===== src/dsos_pkg.sv =====
// Purpose: Shared constants and carrier types for the drive status output selector.
// Assumes: 20 MHz ref_clk; frequencies in 0.01 Hz units; delays in 0.01 s units.
// Notes: Register offsets are byte addresses on a 32-bit APB slave.
package dsos_pkg;

  // ----------------------------------------------------------------
  // Widths
  // ----------------------------------------------------------------
  localparam int FREQ_W = 16;
  localparam int DLY_W = 14;
  localparam int SEL_W = 5;
  localparam int ADDR_W = 8;
  localparam int TICK_W = 18;

  // ----------------------------------------------------------------
  // Timing
  // ----------------------------------------------------------------
  localparam int REF_CLK_KHZ = 20000;
  localparam int TICK_MS = 10;
  // Clock cycles per delay tick: kHz times ms gives cycles
  localparam int TICK_CYCLES = REF_CLK_KHZ * TICK_MS;

  // ----------------------------------------------------------------
  // Register byte offsets
  // ----------------------------------------------------------------
  localparam logic [ADDR_W-1:0] OFS_SELECT = 8'h00;
  localparam logic [ADDR_W-1:0] OFS_CONFIG = 8'h04;
  localparam logic [ADDR_W-1:0] OFS_DET_FREQ = 8'h08;
  localparam logic [ADDR_W-1:0] OFS_DET_BAND = 8'h0C;
  localparam logic [ADDR_W-1:0] OFS_GEN_ON = 8'h10;
  localparam logic [ADDR_W-1:0] OFS_GEN_OFF = 8'h14;
  localparam logic [ADDR_W-1:0] OFS_FLT_ON = 8'h18;
  localparam logic [ADDR_W-1:0] OFS_FLT_OFF = 8'h1C;
  localparam logic [ADDR_W-1:0] OFS_TMR_ON = 8'h20;
  localparam logic [ADDR_W-1:0] OFS_TMR_OFF = 8'h24;
  localparam logic [ADDR_W-1:0] OFS_STATUS = 8'h28;

  // ----------------------------------------------------------------
  // Field positions and reset values
  // ----------------------------------------------------------------
  localparam int SEL_RELAY_LSB = 0;
  localparam int SEL_XO_LSB = 8;
  localparam int CFG_MASK_LSB = 0;
  localparam int CFG_POL_LSB = 4;
  localparam int POL_RELAY = 0;
  localparam int POL_XO = 1;
  localparam logic [SEL_W-1:0] RST_RELAY_SEL = 5'h1D;
  localparam logic [SEL_W-1:0] RST_XO_SEL = 5'h0E;
  localparam logic [2:0] RST_FAULT_MASK = 3'h2;
  localparam logic [FREQ_W-1:0] RST_DET_FREQ = 16'h0BB8;
  localparam logic [FREQ_W-1:0] RST_DET_BAND = 16'h03E8;

  // ----------------------------------------------------------------
  // Output selector codes
  // ----------------------------------------------------------------
  localparam int C_FREQ_REACH = 1;
  localparam int C_FREQ_MATCH = 2;
  localparam int C_FREQ_WINDOW = 3;
  localparam int C_FREQ_HYST = 4;
  localparam int C_MOTOR_OVL = 5;
  localparam int C_DRIVE_OVL = 6;
  localparam int C_UNDERLOAD = 7;
  localparam int C_FAN_WARN = 8;
  localparam int C_STALL = 9;
  localparam int C_OVER_VOLT = 10;
  localparam int C_UNDER_VOLT = 11;
  localparam int C_OVER_HEAT = 12;
  localparam int C_CMD_LOST = 13;
  localparam int C_RUN = 14;
  localparam int C_STOP = 15;
  localparam int C_STEADY = 16;
  localparam int C_DRIVE_LINE = 17;
  localparam int C_MAINS_LINE = 18;
  localparam int C_SPEED_SEARCH = 19;
  localparam int C_READY = 22;
  localparam int C_TIMER = 28;
  localparam logic [SEL_W-1:0] C_FAULT = 5'h1D;

  // ----------------------------------------------------------------
  // Drive core status carrier (same clock as ref_clk)
  // ----------------------------------------------------------------
  typedef struct packed {
    logic [FREQ_W-1:0] set_freq;
    logic [FREQ_W-1:0] out_freq;
    logic [FREQ_W-1:0] oper_freq;
    logic accel, decel, run_cmd, volt_out, dc_brake;
    logic motor_ovl, drive_overload_flag, underload, fan_warn, stall;
    logic over_volt, under_volt, over_heat, analog_lost, comm_lost;
    logic speed_search, tripped;
    logic uv_trip, other_trip, restart_exhausted, fault_reset;
  } dsos_status_t;

endpackage


===== src/dsos_selector.sv =====
// Purpose: Drives the relay and transistor outputs from a selectable drive status condition.
// Assumes: Status struct comes from logic on ref_clk; terminal inputs are asynchronous.
// Notes: Delays count a 10 ms tick, so a delay is exact to within one tick.
//
// What this block does
// Code 1 on while |set - output freq| below half band.
// Code 2 needs code 1 and |set - detect freq| below half band.
// Code 3 on while |output - operation freq| below half band.
// Code 4 turns on when operation freq reaches detect freq.
// Code 4 stays on while operation freq above detect minus half band.
// Codes 5, 6, 7 route motor overload, drive overload, underload flags.
// Code 8 follows the cooling fan warning.
// Code 9 follows the motor stall flag.
// Codes 10 and 11 follow DC link over and under voltage.
// Code 12 follows heat sink overtemperature.
// Code 13 on when analog or serial command is lost.
// Code 14 on with run command and output voltage, off in DC braking.
// Code 15 on when run command off and no output voltage.
// Code 16 on at constant speed, not accelerating or decelerating.
// Codes 17 and 18 show drive line and mains line, set by transfer input.
// Code 19 on while speed search is active.
// Code 22 on when not tripped and waiting for run command.
// Code 28 follows timer input after its own on and off delays.
// Code 29 selects the fault output; relay defaults 29, transistor 14.
// Three-bit fault class mask, reset 010, qualifies the fault output.
// Fault output turns on only after the fault on delay.
// After fault reset the fault output turns off after the off delay.
// Polarity bit per output: 0 normally open, 1 normally closed.
// General delays apply to both outputs except when fault selected.
// All delays count a 10 ms tick derived from the clock.
// Undefined selector codes hold the output inactive before polarity.
//
// Register access over APB and the placing of the registers were chosen for this implementation.
`timescale 1ns/10ps

module dsos_selector #(
  parameter int TICK_CYCLES = dsos_pkg::TICK_CYCLES
) (
  // Clock and reset
  input wire logic ref_clk,
  input wire logic rst,
  // APB slave
  input wire logic psel,
  input wire logic penable,
  input wire logic pwrite,
  input wire logic [dsos_pkg::ADDR_W-1:0] paddr,
  input wire logic [31:0] pwdata,
  output logic [31:0] prdata,
  output logic pready,
  output logic pslverr,
  // Drive core status
  input wire dsos_pkg::dsos_status_t drive_status,
  // Terminal inputs, asynchronous
  input wire logic timer_in_pin,
  input wire logic line_xfer_pin,
  // Contact outputs
  output logic relay_output,
  output logic transistor_output
);

  // ----------------------------------------------------------------
  // State
  // ----------------------------------------------------------------
  typedef struct packed {
    logic [dsos_pkg::SEL_W-1:0] relay_sel;
    logic [dsos_pkg::SEL_W-1:0] xo_sel;
    logic [2:0] fault_mask;
    logic [1:0] polarity;
    logic [dsos_pkg::FREQ_W-1:0] detect_freq_setpoint;
    logic [dsos_pkg::FREQ_W-1:0] detect_freq_band;
    logic [dsos_pkg::DLY_W-1:0] gen_on;
    logic [dsos_pkg::DLY_W-1:0] gen_off;
    logic [dsos_pkg::DLY_W-1:0] fault_on_delay;
    logic [dsos_pkg::DLY_W-1:0] fault_off_delay;
    logic [dsos_pkg::DLY_W-1:0] delay_timer_on_time;
    logic [dsos_pkg::DLY_W-1:0] delay_timer_off_time;
    logic [dsos_pkg::TICK_W-1:0] tick_cnt;
    logic tick;
    logic [1:0] timer_sync;
    logic [1:0] xfer_sync;
    logic timer_out;
    logic [dsos_pkg::DLY_W-1:0] timer_cnt;
    logic fault_latched;
    logic fault_out;
    logic [dsos_pkg::DLY_W-1:0] fault_cnt;
    logic freq_hyst;
    logic relay_dly;
    logic [dsos_pkg::DLY_W-1:0] relay_cnt;
    logic xo_dly;
    logic [dsos_pkg::DLY_W-1:0] xo_cnt;
    logic relay_pin;
    logic xo_pin;
    logic [31:0] rdata;
    logic rerr;
  } dsos_state_t;

  dsos_state_t st;
  dsos_state_t next_st;
  logic [31:0] cond;
  logic [dsos_pkg::FREQ_W-1:0] half_band;
  logic [dsos_pkg::FREQ_W-1:0] hyst_low;
  logic fault_raw;
  logic raw_relay;
  logic raw_xo;
  logic relay_is_fault;
  logic xo_is_fault;
  logic apb_wr;

  // ----------------------------------------------------------------
  // Helpers
  // ----------------------------------------------------------------
  // Unsigned distance between two frequencies, no wrap
  function automatic logic [dsos_pkg::FREQ_W-1:0] absdiff(
    input logic [dsos_pkg::FREQ_W-1:0] a,
    input logic [dsos_pkg::FREQ_W-1:0] b
  );
    return (a > b) ? (a - b) : (b - a);
  endfunction

  // One step of an on/off delay: returns {output, tick count}.
  // A level that flips back before the delay ends restarts the count.
  function automatic logic [dsos_pkg::DLY_W:0] delay_step(
    input logic cur,
    input logic target,
    input logic tick,
    input logic [dsos_pkg::DLY_W-1:0] cnt,
    input logic [dsos_pkg::DLY_W-1:0] on_dly,
    input logic [dsos_pkg::DLY_W-1:0] off_dly
  );
    logic [dsos_pkg::DLY_W-1:0] need;
    need = target ? on_dly : off_dly;
    if (target == cur) begin
      return {cur, {dsos_pkg::DLY_W{1'b0}}};
    end else if (cnt >= need) begin
      return {target, {dsos_pkg::DLY_W{1'b0}}};
    end else if (tick) begin
      return {cur, cnt + 1'b1};
    end else begin
      return {cur, cnt};
    end
  endfunction

  // ----------------------------------------------------------------
  // Next-state logic
  // ----------------------------------------------------------------
  always_comb begin
    next_st = st;
    apb_wr = psel & penable & pwrite;

    // tick divider
    if (st.tick_cnt == dsos_pkg::TICK_W'(TICK_CYCLES - 1)) begin
      next_st.tick_cnt = '0;
      next_st.tick = 1'b1;
    end else begin
      next_st.tick_cnt = st.tick_cnt + 1'b1;
      next_st.tick = 1'b0;
    end

    // Terminal pins pass two flops before use
    next_st.timer_sync = {st.timer_sync[0], timer_in_pin};
    next_st.xfer_sync = {st.xfer_sync[0], line_xfer_pin};

    half_band = st.detect_freq_band >> 1;
    // Clamp at zero so a small setpoint cannot wrap the low threshold
    if (st.detect_freq_setpoint > half_band) begin
      hyst_low = st.detect_freq_setpoint - half_band;
    end else begin
      hyst_low = '0;
    end

    // set once operation frequency reaches detect frequency
    // hold until it falls to detect minus half band
    if (st.freq_hyst) begin
      next_st.freq_hyst = drive_status.oper_freq > hyst_low;
    end else begin
      next_st.freq_hyst = drive_status.oper_freq >= st.detect_freq_setpoint;
    end

    // codes with no function stay low
    cond = '0;
    // reach window
    cond[dsos_pkg::C_FREQ_REACH] = absdiff(drive_status.set_freq,
                                           drive_status.out_freq) < half_band;
    // reach plus setpoint match
    cond[dsos_pkg::C_FREQ_MATCH] = cond[dsos_pkg::C_FREQ_REACH] &
        (absdiff(drive_status.set_freq, st.detect_freq_setpoint) < half_band);
    // output versus operation frequency
    cond[dsos_pkg::C_FREQ_WINDOW] = absdiff(drive_status.out_freq,
                                            drive_status.oper_freq) < half_band;
    cond[dsos_pkg::C_FREQ_HYST] = st.freq_hyst;
    // overload and underload flags
    cond[dsos_pkg::C_MOTOR_OVL] = drive_status.motor_ovl;
    cond[dsos_pkg::C_DRIVE_OVL] = drive_status.drive_overload_flag;
    cond[dsos_pkg::C_UNDERLOAD] = drive_status.underload;
    // fan warning
    cond[dsos_pkg::C_FAN_WARN] = drive_status.fan_warn;
    // stall
    cond[dsos_pkg::C_STALL] = drive_status.stall;
    // DC link levels
    cond[dsos_pkg::C_OVER_VOLT] = drive_status.over_volt;
    cond[dsos_pkg::C_UNDER_VOLT] = drive_status.under_volt;
    // heat sink
    cond[dsos_pkg::C_OVER_HEAT] = drive_status.over_heat;
    // lost command
    cond[dsos_pkg::C_CMD_LOST] = drive_status.analog_lost | drive_status.comm_lost;
    // running, blanked during DC braking
    cond[dsos_pkg::C_RUN] = drive_status.run_cmd & drive_status.volt_out &
                            ~drive_status.dc_brake;
    // fully stopped
    cond[dsos_pkg::C_STOP] = ~drive_status.run_cmd & ~drive_status.volt_out;
    // steady speed only while actually running
    cond[dsos_pkg::C_STEADY] = drive_status.run_cmd & drive_status.volt_out &
                               ~drive_status.accel & ~drive_status.decel;
    // line transfer input picks drive or mains line
    cond[dsos_pkg::C_DRIVE_LINE] = ~st.xfer_sync[1];
    cond[dsos_pkg::C_MAINS_LINE] = st.xfer_sync[1];
    // speed search
    cond[dsos_pkg::C_SPEED_SEARCH] = drive_status.speed_search;
    // healthy and idle
    cond[dsos_pkg::C_READY] = ~drive_status.tripped & ~drive_status.run_cmd;
    cond[dsos_pkg::C_TIMER] = st.timer_out;
    // fault output as a selectable source
    cond[dsos_pkg::C_FAULT] = st.fault_out;

    // timer input with its own on and off delays
    {next_st.timer_out, next_st.timer_cnt} = delay_step(st.timer_out,
        st.timer_sync[1], st.tick, st.timer_cnt, st.delay_timer_on_time,
        st.delay_timer_off_time);

    // fault classes gated by the mask
    fault_raw = |(st.fault_mask & {drive_status.restart_exhausted,
                                   drive_status.other_trip, drive_status.uv_trip});
    // reset clears the latch; a fault in the same cycle wins
    next_st.fault_latched = fault_raw | (st.fault_latched & ~drive_status.fault_reset);
    // fault output delays
    {next_st.fault_out, next_st.fault_cnt} = delay_step(st.fault_out,
        st.fault_latched, st.tick, st.fault_cnt, st.fault_on_delay, st.fault_off_delay);

    relay_is_fault = st.relay_sel == dsos_pkg::C_FAULT;
    xo_is_fault = st.xo_sel == dsos_pkg::C_FAULT;
    raw_relay = cond[st.relay_sel];
    raw_xo = cond[st.xo_sel];

    // general delays, bypassed when the output carries the fault
    {next_st.relay_dly, next_st.relay_cnt} = delay_step(st.relay_dly, raw_relay,
        st.tick, st.relay_cnt, relay_is_fault ? '0 : st.gen_on,
        relay_is_fault ? '0 : st.gen_off);
    {next_st.xo_dly, next_st.xo_cnt} = delay_step(st.xo_dly, raw_xo,
        st.tick, st.xo_cnt, xo_is_fault ? '0 : st.gen_on,
        xo_is_fault ? '0 : st.gen_off);

    // contact type applied last
    next_st.relay_pin = next_st.relay_dly ^ st.polarity[dsos_pkg::POL_RELAY];
    next_st.xo_pin = next_st.xo_dly ^ st.polarity[dsos_pkg::POL_XO];

    // Register writes take effect in the access phase
    if (apb_wr) begin
      case (paddr)
        dsos_pkg::OFS_SELECT: begin
          next_st.relay_sel = pwdata[dsos_pkg::SEL_RELAY_LSB +: dsos_pkg::SEL_W];
          next_st.xo_sel = pwdata[dsos_pkg::SEL_XO_LSB +: dsos_pkg::SEL_W];
        end
        dsos_pkg::OFS_CONFIG: begin
          next_st.fault_mask = pwdata[dsos_pkg::CFG_MASK_LSB +: 3];
          next_st.polarity = pwdata[dsos_pkg::CFG_POL_LSB +: 2];
        end
        dsos_pkg::OFS_DET_FREQ: next_st.detect_freq_setpoint = pwdata[dsos_pkg::FREQ_W-1:0];
        dsos_pkg::OFS_DET_BAND: next_st.detect_freq_band = pwdata[dsos_pkg::FREQ_W-1:0];
        dsos_pkg::OFS_GEN_ON: next_st.gen_on = pwdata[dsos_pkg::DLY_W-1:0];
        dsos_pkg::OFS_GEN_OFF: next_st.gen_off = pwdata[dsos_pkg::DLY_W-1:0];
        dsos_pkg::OFS_FLT_ON: next_st.fault_on_delay = pwdata[dsos_pkg::DLY_W-1:0];
        dsos_pkg::OFS_FLT_OFF: next_st.fault_off_delay = pwdata[dsos_pkg::DLY_W-1:0];
        dsos_pkg::OFS_TMR_ON: next_st.delay_timer_on_time = pwdata[dsos_pkg::DLY_W-1:0];
        dsos_pkg::OFS_TMR_OFF: next_st.delay_timer_off_time = pwdata[dsos_pkg::DLY_W-1:0];
        default: begin
        end
      endcase
    end

    // Read data is latched in the setup phase so the access phase needs no wait
    if (psel & ~penable) begin
      next_st.rdata = '0;
      next_st.rerr = 1'b0;
      case (paddr)
        dsos_pkg::OFS_SELECT: begin
          next_st.rdata[dsos_pkg::SEL_RELAY_LSB +: dsos_pkg::SEL_W] = st.relay_sel;
          next_st.rdata[dsos_pkg::SEL_XO_LSB +: dsos_pkg::SEL_W] = st.xo_sel;
        end
        dsos_pkg::OFS_CONFIG: begin
          next_st.rdata[dsos_pkg::CFG_MASK_LSB +: 3] = st.fault_mask;
          next_st.rdata[dsos_pkg::CFG_POL_LSB +: 2] = st.polarity;
        end
        dsos_pkg::OFS_DET_FREQ: next_st.rdata[dsos_pkg::FREQ_W-1:0] = st.detect_freq_setpoint;
        dsos_pkg::OFS_DET_BAND: next_st.rdata[dsos_pkg::FREQ_W-1:0] = st.detect_freq_band;
        dsos_pkg::OFS_GEN_ON: next_st.rdata[dsos_pkg::DLY_W-1:0] = st.gen_on;
        dsos_pkg::OFS_GEN_OFF: next_st.rdata[dsos_pkg::DLY_W-1:0] = st.gen_off;
        dsos_pkg::OFS_FLT_ON: next_st.rdata[dsos_pkg::DLY_W-1:0] = st.fault_on_delay;
        dsos_pkg::OFS_FLT_OFF: next_st.rdata[dsos_pkg::DLY_W-1:0] = st.fault_off_delay;
        dsos_pkg::OFS_TMR_ON: next_st.rdata[dsos_pkg::DLY_W-1:0] = st.delay_timer_on_time;
        dsos_pkg::OFS_TMR_OFF: next_st.rdata[dsos_pkg::DLY_W-1:0] = st.delay_timer_off_time;
        dsos_pkg::OFS_STATUS: next_st.rdata[6:0] = {st.freq_hyst, st.xfer_sync[1],
            st.fault_latched, st.timer_out, st.fault_out, st.xo_pin, st.relay_pin};
        default: next_st.rerr = 1'b1;
      endcase
    end
  end

  // ----------------------------------------------------------------
  // State register
  // ----------------------------------------------------------------
  always_ff @(posedge ref_clk or posedge rst) begin
    if (rst) begin
      st <= '0;
      st.relay_sel <= dsos_pkg::RST_RELAY_SEL;
      st.xo_sel <= dsos_pkg::RST_XO_SEL;
      st.fault_mask <= dsos_pkg::RST_FAULT_MASK;
      st.detect_freq_setpoint <= dsos_pkg::RST_DET_FREQ;
      st.detect_freq_band <= dsos_pkg::RST_DET_BAND;
    end else begin
      st <= next_st;
    end
  end

  // Outputs straight from flops; zero-wait slave
  assign relay_output = st.relay_pin;
  assign transistor_output = st.xo_pin;
  assign prdata = st.rdata;
  assign pslverr = st.rerr;
  assign pready = 1'b1;
endmodule


===== config.mk =====
export PLATFORM = sky130hd
export DESIGN_NAME = dsos_selector
export DESIGN_NICKNAME = d
export VERILOG_FILES = /design/src/dsos_pkg.sv /design/src/dsos_selector.sv
export SDC_FILE = /design/constraint.sdc
export NUM_CORES = 1
export LEC_CHECK = 0
export ABC_AREA = 1
export BUFFER_PORTS_ARGS = -buffer_cell sky130_fd_sc_hd__buf_4
export CAP_MARGIN = 20
export CORE_ASPECT_RATIO = 1.2
export CORE_MARGIN = 2
export CORE_UTILIZATION = 35
export CTS_BUF_LIST = sky130_fd_sc_hd__clkbuf_4
export CTS_CLUSTER_DIAMETER = 150
export DETAILED_ROUTE_END_ITERATION = 16
export GPL_TIMING_DRIVEN = 0
export MAX_ROUTING_LAYER = met4
export PLACE_DENSITY = 0.6
export REMOVE_ABC_BUFFERS = 1
export SYNTH_ARGS = -nofsm -noshare
export SYNTH_HDL_FRONTEND = slang
export SYNTH_SLANG_ARGS = --single-unit

===== constraint.sdc =====
create_clock -name ref_clk -period 10.3 [get_ports ref_clk]
set_clock_uncertainty 0.2 [all_clocks]
set_input_delay 2.06 -clock ref_clk [delete_from_list [all_inputs] [get_ports ref_clk]]
set_output_delay 2.06 -clock ref_clk [all_outputs]
set_load 0.005 [all_outputs]

* Word level (Yosys, flattened, before mapping)
Index checks and enable logic that the tools add are counted.
** Word-level totals
- Register bits after elaboration :: 235
- Bits in latches :: 0
- RAM bits :: 0
- Bits in read-only memories :: 0
- Input port bits :: 116
- Output and inout port bits :: 36
- Logic and storage cells :: 160
- Memories kept :: 0
** Cells by class
- $add $sub $neg :: 12
- Multipliers :: 0
- Divide/modulo/power cells :: 0
- Order comparisons :: 15
- Equal/unequal tests :: 17
- Shift operators :: 0
- Muxes and demuxes :: 40
- Bitwise logic cells :: 27
- Reduce and logical (&&, ||, !) cells :: 19
** Operator list (count)
- $mux W14 :: 14
- $sub A16 B16 Y16 :: 6
- $mux W15 :: 6
- $gt A16 B16 Y1 :: 4
- $mux W16 :: 4
- $add A14 B1 Y14 const B :: 4
- $ge A14 B14 Y1 :: 4
- $lt A16 B15 Y1 :: 3
- $pmux W5 S9 :: 1
- $pmux W3 S11 :: 1
- $eq A8 B5 Y1 const B :: 4
- $eq A8 B6 Y1 const B :: 3
- $reduce_and A2 Y1 :: 12
- $pmux W1 S10 :: 2
- $mux W19 :: 1
- $add A18 B1 Y18 const B :: 1
- $eq A18 B18 Y1 const B :: 1
- $eq A8 B4 Y1 const B :: 2
- $ge A16 B16 Y1 :: 1
- $gt A16 B15 Y1 :: 1
- $pmux W1 S8 :: 2
- $sub A16 B15 Y16 :: 1
- $lt A5 B6 Y1 const B :: 2
- $reduce_bool A3 Y1 :: 4
- 16 further kinds :: 46

* Longest topological paths before layout
Gate-level depths: netlist (run 1).
- Depth in word-level cells :: 11
- Depth in mapped cells :: 50
- Depth with buffers taken out :: 49

* Least setup slack after synthesis (run 1)
OpenSTA, ideal clock, no wires.
- Path type :: input port to flip-flop
- Start point :: input port drive_status[53] in the netlist's numbering
- End point :: register st[59] in the netlist's numbering
- Setup time :: 122 ps
- Arrival time :: 7274 ps
- Path slack :: 2703 ps
- Stages :: 48
- Cell sequence :: inv_1 > ha_1 > inv_1 > fa_1 > nand3_1 > nand2_1 > nand2_1 > nand2_1 > nand2_1 > nand2_1 > nand2_2 > clkbuf_1 > clkbuf_1 > nand2_1 > o21ai_0 > xnor2_1 > inv_1 > ha_1 > (+12 left out) > nand2_1 > nand2_1 > nand2_2 > nand2_4 > buf_2 > nand2_1 > o211ai_1 > ha_1 > inv_1 > nor2_1 > o21ai_0 > o211ai_1 > nand3_1 > nand3_1 > nor2_1 > inv_1 > o21ai_0 > nor2_2
** On the way
- Word-level cells in the longest chain between the ends :: 10
- Elaborated cells on any way between the ends :: 19
- Classes of those cells :: 4 x add/sub; 5 x order compare; 1 x eq/ne; 7 x mux; 1 x bitwise; 1 x reduce/logical
** Ends and longest elaborated chain
- start, declared :: line dsos_selector.sv:52 : input wire dsos_pkg::dsos_status_t drive_status,
- $sub A16 B16 Y16 / $gt A16 B16 Y1 (equally long branches) :: line dsos_selector.sv:117 : return (a > b) ? (a - b) : (b - a);
- $mux W16 :: line dsos_selector.sv:117
- $lt A16 B15 Y1, on equally long branches :: line dsos_selector.sv:183, dsos_selector.sv:186
- $and A1 B1 Y1 :: line dsos_selector.sv:185 : cond[dsos_pkg::C_FREQ_MATCH] = cond[dsos_pkg::C_FREQ_REACH] &
- $bmux W1 S5 * :: line dsos_selector.sv:241 : raw_relay = cond[st.relay_sel];
- $mux W1 (not written as such) * :: line dsos_selector.sv:241
- $mux W14 :: line dsos_selector.sv:131 : need = target ? on_dly : off_dly;
- $ge A14 B14 Y1 :: line dsos_selector.sv:134 : end else if (cnt >= need) begin
- $mux W15 :: line dsos_selector.sv:134
- $mux W15 :: line dsos_selector.sv:132 : if (target == cur) begin
- end signal, assigned :: line dsos_selector.sv:320 : st <= next_st;
- end, declared :: line dsos_selector.sv:97 : dsos_state_t st;
Every way passes the cells marked *; elsewhere a longest branch is shown, timed or not. The select of a mux whose other input is x is not followed.
A chain may end at the register's enable or synchronous reset.

* Worst setup path after layout (run 1)
- Start point :: input port drive_status[37] in the netlist's numbering
- End point :: register st[59] in the netlist's numbering
** On the way
- Word-level cells in the longest chain between the ends :: 10
- Elaborated cells on any way between the ends :: 19
- Classes of those cells :: 4 x add/sub; 5 x order compare; 1 x eq/ne; 7 x mux; 1 x bitwise; 1 x reduce/logical
** Ends and longest elaborated chain
- $sub A16 B16 Y16 / $gt A16 B16 Y1 (equally long branches) :: line dsos_selector.sv:117
- $mux W16 :: line dsos_selector.sv:117
- $lt A16 B15 Y1 :: line dsos_selector.sv:183 : drive_status.out_freq) < half_band;
- $and A1 B1 Y1 :: line dsos_selector.sv:185
- $bmux W1 S5 * :: line dsos_selector.sv:241
- $mux W1 (not written as such) * :: line dsos_selector.sv:241
- $mux W14 :: line dsos_selector.sv:131
- $ge A14 B14 Y1 :: line dsos_selector.sv:134
- $mux W15 :: line dsos_selector.sv:134
- $mux W15 :: line dsos_selector.sv:132
Marked as above.

==> impl_metrics.env, run 1 <==
export IMPL_core_um2=56900
export IMPL_drc_errors=0
export IMPL_max_freq_ghz=0.115
export IMPL_avgSynthCellArea_um2=7.20
export IMPL_ios=152
export IMPL_synth_area_um2=20100
export IMPL_peakVddDrop_v=0.0000981
export IMPL_gp_congestion=0.959
export IMPL_cts_tree="yes"
export IMPL_critPathRequiredTime_ns=10.71
export IMPL_finalSetupViolations=0
export IMPL_grt_overflow_total=0
export IMPL_antenna_found_initial=2
export IMPL_cts_hold_fix_buffers=0
export IMPL_start_kind="input pin"
export IMPL_finalPower_mw=2.50
export IMPL_setup_tns_ns=0
export IMPL_period_minus_slack_ns=8.67
export IMPL_wl_per_cell_um=18.1
export IMPL_track_usage_pct=23.0
export IMPL_cts_path_max_buffers=3
export IMPL_dieArea_um2=59300
export IMPL_grt_max_degree=101
export IMPL_final_layout_size_suffix_gt1_share_pct=10.6
export IMPL_min_period_over_period_pct=84.2
export IMPL_post_cts_resized=0
export IMPL_vias=19100
export IMPL_cp_slowest_cell="nor2_1"
export IMPL_rows=96
export IMPL_powerDensity_nw_per_um2=112
export IMPL_grt_pass1_vias=18700
export IMPL_cpMostUsedCell="nand2_1"
export IMPL_cts_setup_buffers=0
export IMPL_nNetsFinal=3259
export IMPL_synth_cell_types=57
export IMPL_drt_iter0_markers=1220
export IMPL_initial_core_util_pct=35.3
export IMPL_cap_violations=0
export IMPL_critPathMaxStageDelay_ns=0.52
export IMPL_h_tree_depth=2
export IMPL_path_clk_slew_ns=0.07
export IMPL_port_buffers=118
export IMPL_postSynthCellCount=2786
export IMPL_syn2layout_area_growth_pct=11.2
export IMPL_grt_pass1_wl_um=103000
export IMPL_leakage_nw=10.9
export IMPL_reg2regPathDepth=41
export IMPL_drtAntennaViolNets=0
export IMPL_hold_violations=0
export IMPL_viasPerCell=5.19
export IMPL_crit_type="input pin to register"
export IMPL_ys_warn_count=0
export IMPL_die_x_um=223
export IMPL_clkLatencyLatePin_ns=0.80
export IMPL_firstDrtPassIters=5
export IMPL_cts_root_buffer_cell="clkbuf_4"
export IMPL_synth_edf_count=0
export IMPL_hp_class="register to register"
export IMPL_wl_um=66700
export IMPL_holdPathStages=0
export IMPL_cts_made_buffers=60
export IMPL_ys_seq_area_share_pct=29.4
export IMPL_synth_ff_type="dfrtp_1"
export IMPL_status="finished clean"
export IMPL_cts_num_sinks=235
export IMPL_slew_violations=0
export IMPL_critPathCaptureType="register"
export IMPL_fp_dieH_um=266
export IMPL_synth_seq_cells=235
export IMPL_slew_limit_headroom_pct=21.5
export IMPL_dp_hpwl_um=52700
export IMPL_worstPathMaxFanout=24
export IMPL_arrival_ns=9.08
export IMPL_rsz0062_at_grt="no"
export IMPL_worstMarginPinSlew_ns=1.17
export IMPL_async_flop_share_pct=100
==> synth_stat cells, drive strengths merged, types with 4 or more instances <==
cell type	instances	area share (%)
nand2	674	13
inv	402	7.5
o21ai	275	6.9
ha	243	15
nor2	218	4.4
dfrtp	214	27
a21oi	171	4.3
nand3	100	2.6
xor2	61	2.7
buf	48	1.7
clkbuf	46	0.86
nor3	33	0.95
nand4	29	0.90
o211ai	29	1.1
o22ai	28	0.87
a221oi	27	1.2
xnor2	22	0.96
dfstp	21	2.7
a31oi	17	0.53
a21o	14	0.52
or2	12	0.37
mux2i	11	0.55
o221ai	11	0.48
nor4	10	0.31
fa	7	0.70
o21a	7	0.26
o21bai	7	0.26
a211oi	6	0.22
nor3b	6	0.22
o2111ai	6	0.26
o311ai	6	0.26
and3	4	0.12
clkinv	4	0.081
==> through the flow <==
| stage | hold WS [ns] | cell area, um^2 | instances | setup slack (ns) | utilization [%] |
|---|---|---|---|---|---|
| after floorplan | 0.131 | 19600 | 2707 | 1.63 | - |
| after global placement | 0.135 | 21400 | 3560 | -1.49 | 37.6 |
| after detailed placement | 0.144 | 21500 | 3564 | 0.990 | 37.8 |
| after CTS | 0.147 | 22300 | 3673 | 1.78 | 39.2 |
| after global routing | 0.148 | 22300 | 3677 | 0.898 | 39.2 |
| final | 0.145 | 22300 | 3677 | 1.63 | 39.2 |
==> report_power, final <==
group / leakage (nW) / internal, mW / switching (mW)
clock network: 0.453 / 0.410 / 0.423
registers: 3.17 / 0.939 / 0.0261
logic: 7.32 / 0.247 / 0.457
==> path summary, 6_finish.rpt <==
check                            startpoint  endpoint  slack, ns
max                        drive_status[37]    st[59]       1.63
min reg2reg                     next_st[98]  cond[18]       0.15
min                             next_st[98]  cond[18]       0.15
max reg2reg                         st[221]    st[59]       2.67
max in group asynchronous               rst    st[60]       7.48
min in group asynchronous               rst    st[76]       1.04
==> layout make-up <==
class / count / area (um^2)
Antenna cell: 2 / 5.00
Fill cell: 6144 / 34600
Sequential cell: 235 / 5910
Clock buffer: 79 / 593
Timing Repair Buffer: 124 / 1000
Clock inverter: 30 / 178
Tap cell: 735 / 920
Multi-Input combinational cell: 2066 / 12200
Inverter: 406 / 1540
==> routing by layer <==
layer  vias up  global-route usage (%)  share of wire [%]
met5         -                       -                  0
met4         0                    10.2                4.7
met3       144                    2.34                4.8
met2       577                    40.6                 50
met1      8914                    26.4                 41
li1       9450                       -                  -
==> sequential cells by signal (all words and copies together), names as in the netlist <==
register and count:
cond 4, half_band 15, next_st 2, prdata 16
pslverr 1, relay_output 1, st 195, transistor_output 1
==> cell usage in the layout (no fill, tap or decap), drive strengths merged, types with 79 or more instances in the layout <==
master,count
buf,124
dfrtp,214
nand3,100
clkbuf,79
nor2,218
ha,243
nand2,674
o21ai,275
a21oi,171
inv,403
==> worst max-delay path: cells and delay by family <==
family          cells  cell delay (ns)
simple gates       27             3.26
compound gates      6             1.19
xor+xnor            1             0.18
mux                 1             0.42
fa+ha+maj           4             1.13
buf+inv             7             0.82
==> kinds of logic after synthesis <==
kind of cell               share of synthesized area [%]
DFF                                                 29.4
AOI/OAI and AO/OA                                   17.5
xor gates and xnor gates                            3.62
buffers and inverters                               10.1
and+or+nand+nor                                     22.7
other                                             0.0374
muxes                                              0.661
adders and majority gates                           15.8
Power figures use the tool's default switching activity.
==> inputs of run 2 (changes only) <==
--- a/config.mk
+++ b/config.mk
@@ -16,7 +16,7 @@
 export DETAILED_ROUTE_END_ITERATION = 16
 export GPL_TIMING_DRIVEN = 0
 export MAX_ROUTING_LAYER = met4
-export PLACE_DENSITY = 0.6
+export PLACE_DENSITY = 0.62
 export REMOVE_ABC_BUFFERS = 1
 export SYNTH_ARGS = -nofsm -noshare
 export SYNTH_HDL_FRONTEND = slang
==> constraint.sdc (replaced) <==
create_clock -name ref_clk -period 7.3 [get_ports ref_clk]
set_clock_uncertainty 0.2 [all_clocks]
set_input_delay 1.46 -clock ref_clk [delete_from_list [all_inputs] [get_ports ref_clk]]
set_output_delay 1.46 -clock ref_clk [all_outputs]
set_load 0.005 [all_outputs]
==> impl_metrics.env, run 2 (synthesis results as in run 1) <==
export IMPL_holdPathStages=0
export IMPL_cts_root_buffer_cell="clkbuf_4"
export IMPL_dp_hpwl_um=52300
export IMPL_largest_register_ffs=195
export IMPL_finalSetupViolations=0
export IMPL_viasPerCell=5.15
export IMPL_syn2layout_area_growth_pct=12.5
export IMPL_period_minus_slack_ns=6.94
export IMPL_h_tree_depth=2
export IMPL_slew_violations=0
export IMPL_crit_type="input pin to register"
export IMPL_cts_num_sinks=235
export IMPL_final_layout_size_suffix_gt1_share_pct=11.7
export IMPL_cts_hold_fix_buffers=0
export IMPL_dieArea_um2=59300
export IMPL_vias=19000
export IMPL_grt_pass1_vias=18400
export IMPL_worstPathMaxFanout=24
export IMPL_worstMarginPinSlew_ns=1.10
export IMPL_start_kind="input pin"
export IMPL_grt_overflow_total=0
export IMPL_gp_congestion=0.946
export IMPL_cpMostUsedCell="nand2_1"
export IMPL_max_freq_ghz=0.144
export IMPL_multi_input_area_um2=12300
export IMPL_cap_violations=0
export IMPL_path_clk_slew_ns=0.07
export IMPL_antenna_found_initial=1
export IMPL_min_period_over_period_pct=95.1
export IMPL_dp_slack_ns=-1.26
export IMPL_r2r_start="st[235]"
export IMPL_grt_pass1_wl_um=101000
export IMPL_final_cell_mix="nand2_1, inv_1, o21ai_0"
export IMPL_critPathCaptureType="register"
export IMPL_cts_made_buffers=59
export IMPL_wl_um=65900
export IMPL_grt_max_degree=87
export IMPL_critPathMaxStageDelay_ns=0.40
export IMPL_core_um2=56900
export IMPL_critPathRequiredTime_ns=7.69
export IMPL_clkLatencyLatePin_ns=0.78
export IMPL_hp_start="next_st[98]"
export IMPL_fillers=6090
export IMPL_leakage_nw=11.0
export IMPL_ios=152
export IMPL_status="finished clean"
export IMPL_firstDrtPassIters=7
export IMPL_holdWs_ns=0.142
export IMPL_hp_class="register to register"
export IMPL_final_common_cell="nand2_1"
export IMPL_drtAntennaViolNets=0
export IMPL_register_area_um2=5910
export IMPL_peakVddDrop_v=0.0000969
export IMPL_powerDensity_nw_per_um2=157
export IMPL_initial_core_util_pct=35.3
export IMPL_cts_tree="yes"
export IMPL_drc_errors=0
export IMPL_crit_start="drive_status[64]"
export IMPL_port_buffers=118
export IMPL_wl_per_cell_um=17.9
export IMPL_hold_violations=0
export IMPL_fp_dieH_um=266
export IMPL_arrival_ns=7.32
export IMPL_cts_path_max_buffers=3
export IMPL_reg2regPathDepth=37
export IMPL_drt_iter0_markers=1163
export IMPL_rows=96
export IMPL_setup_ws_ns=0.361
export IMPL_finalPower_mw=3.54
export IMPL_cp_slowest_cell="o21ai_0"
export IMPL_slew_limit_headroom_pct=26.5
export IMPL_nNetsFinal=3273
export IMPL_die_x_um=223
export IMPL_largest_register="st"
export IMPL_track_usage_pct=22.6
run 2: area by class of cell:
class / count / share of cell area (%)
Inverter: 406 / 6.84
Clock buffer: 89 / 2.96
Multi-Input combinational cell: 2067 / 54.6
Antenna cell: 1 / 0.0111
Clock inverter: 17 / 0.288
Timing Repair Buffer: 138 / 5.07
Tap cell: 735 / 4.07
Sequential cell: 235 / 26.2
run 2: path summary, 6_finish.rpt:
path,end,slack [ns]
setup / recovery,st[60],0.36
hold / removal,cond[18],0.14
setup reg to reg,st[60],0.76
hold reg to reg,cond[18],0.14
max in group asynchronous,st[47],5.50
min in group asynchronous,prdata[6],0.52
run 2: metrics by stage:
step	area, um^2	cells	TNS, ns	utilization [%]
final	22600	3688	0	39.7
after global routing	22600	3688	-0.0859	39.7
after CTS	22300	3671	0	39.2
after detailed placement	21600	3565	-30.33	37.9
after global placement	21400	3560	-877.10	37.6
after floorplan	19600	2707	-165.12	-
run 2: per-layer routing:
metal,vias up,track usage [%],wire [um]
met5,-,-,0
met4,0,9.45,2920
met3,155,2.03,3030
met2,549,39.8,32600
met1,8827,26.4,27400
li1,9474,-,-
run 2: repair_timing:
item | 4_1_cts | 5_1_grt
cloned | 0 | 1
endpoints found under the hold margin | 0 | 0
buffers inserted | 0 | 14
pin swaps | 0 | 5
gates resized for setup | 6 | 27
endpoints found under the setup margin | 28 | 32
run 2: report_power, final:
part	internal [mW]	switching (mW)	total, mW
sequential	1.33	0.0361	1.36
clock	0.553	0.568	1.12
combinational	0.393	0.665	1.06
total	2.27	1.27	3.54
run 2: critical path, delay by kind of cell:
kind	cells	cell delay, ns
xor+xnor	1	0.20
fa+ha+maj	3	0.94
compound gates	5	1.24
buf+inv	8	0.86
simple gates	23	2.60
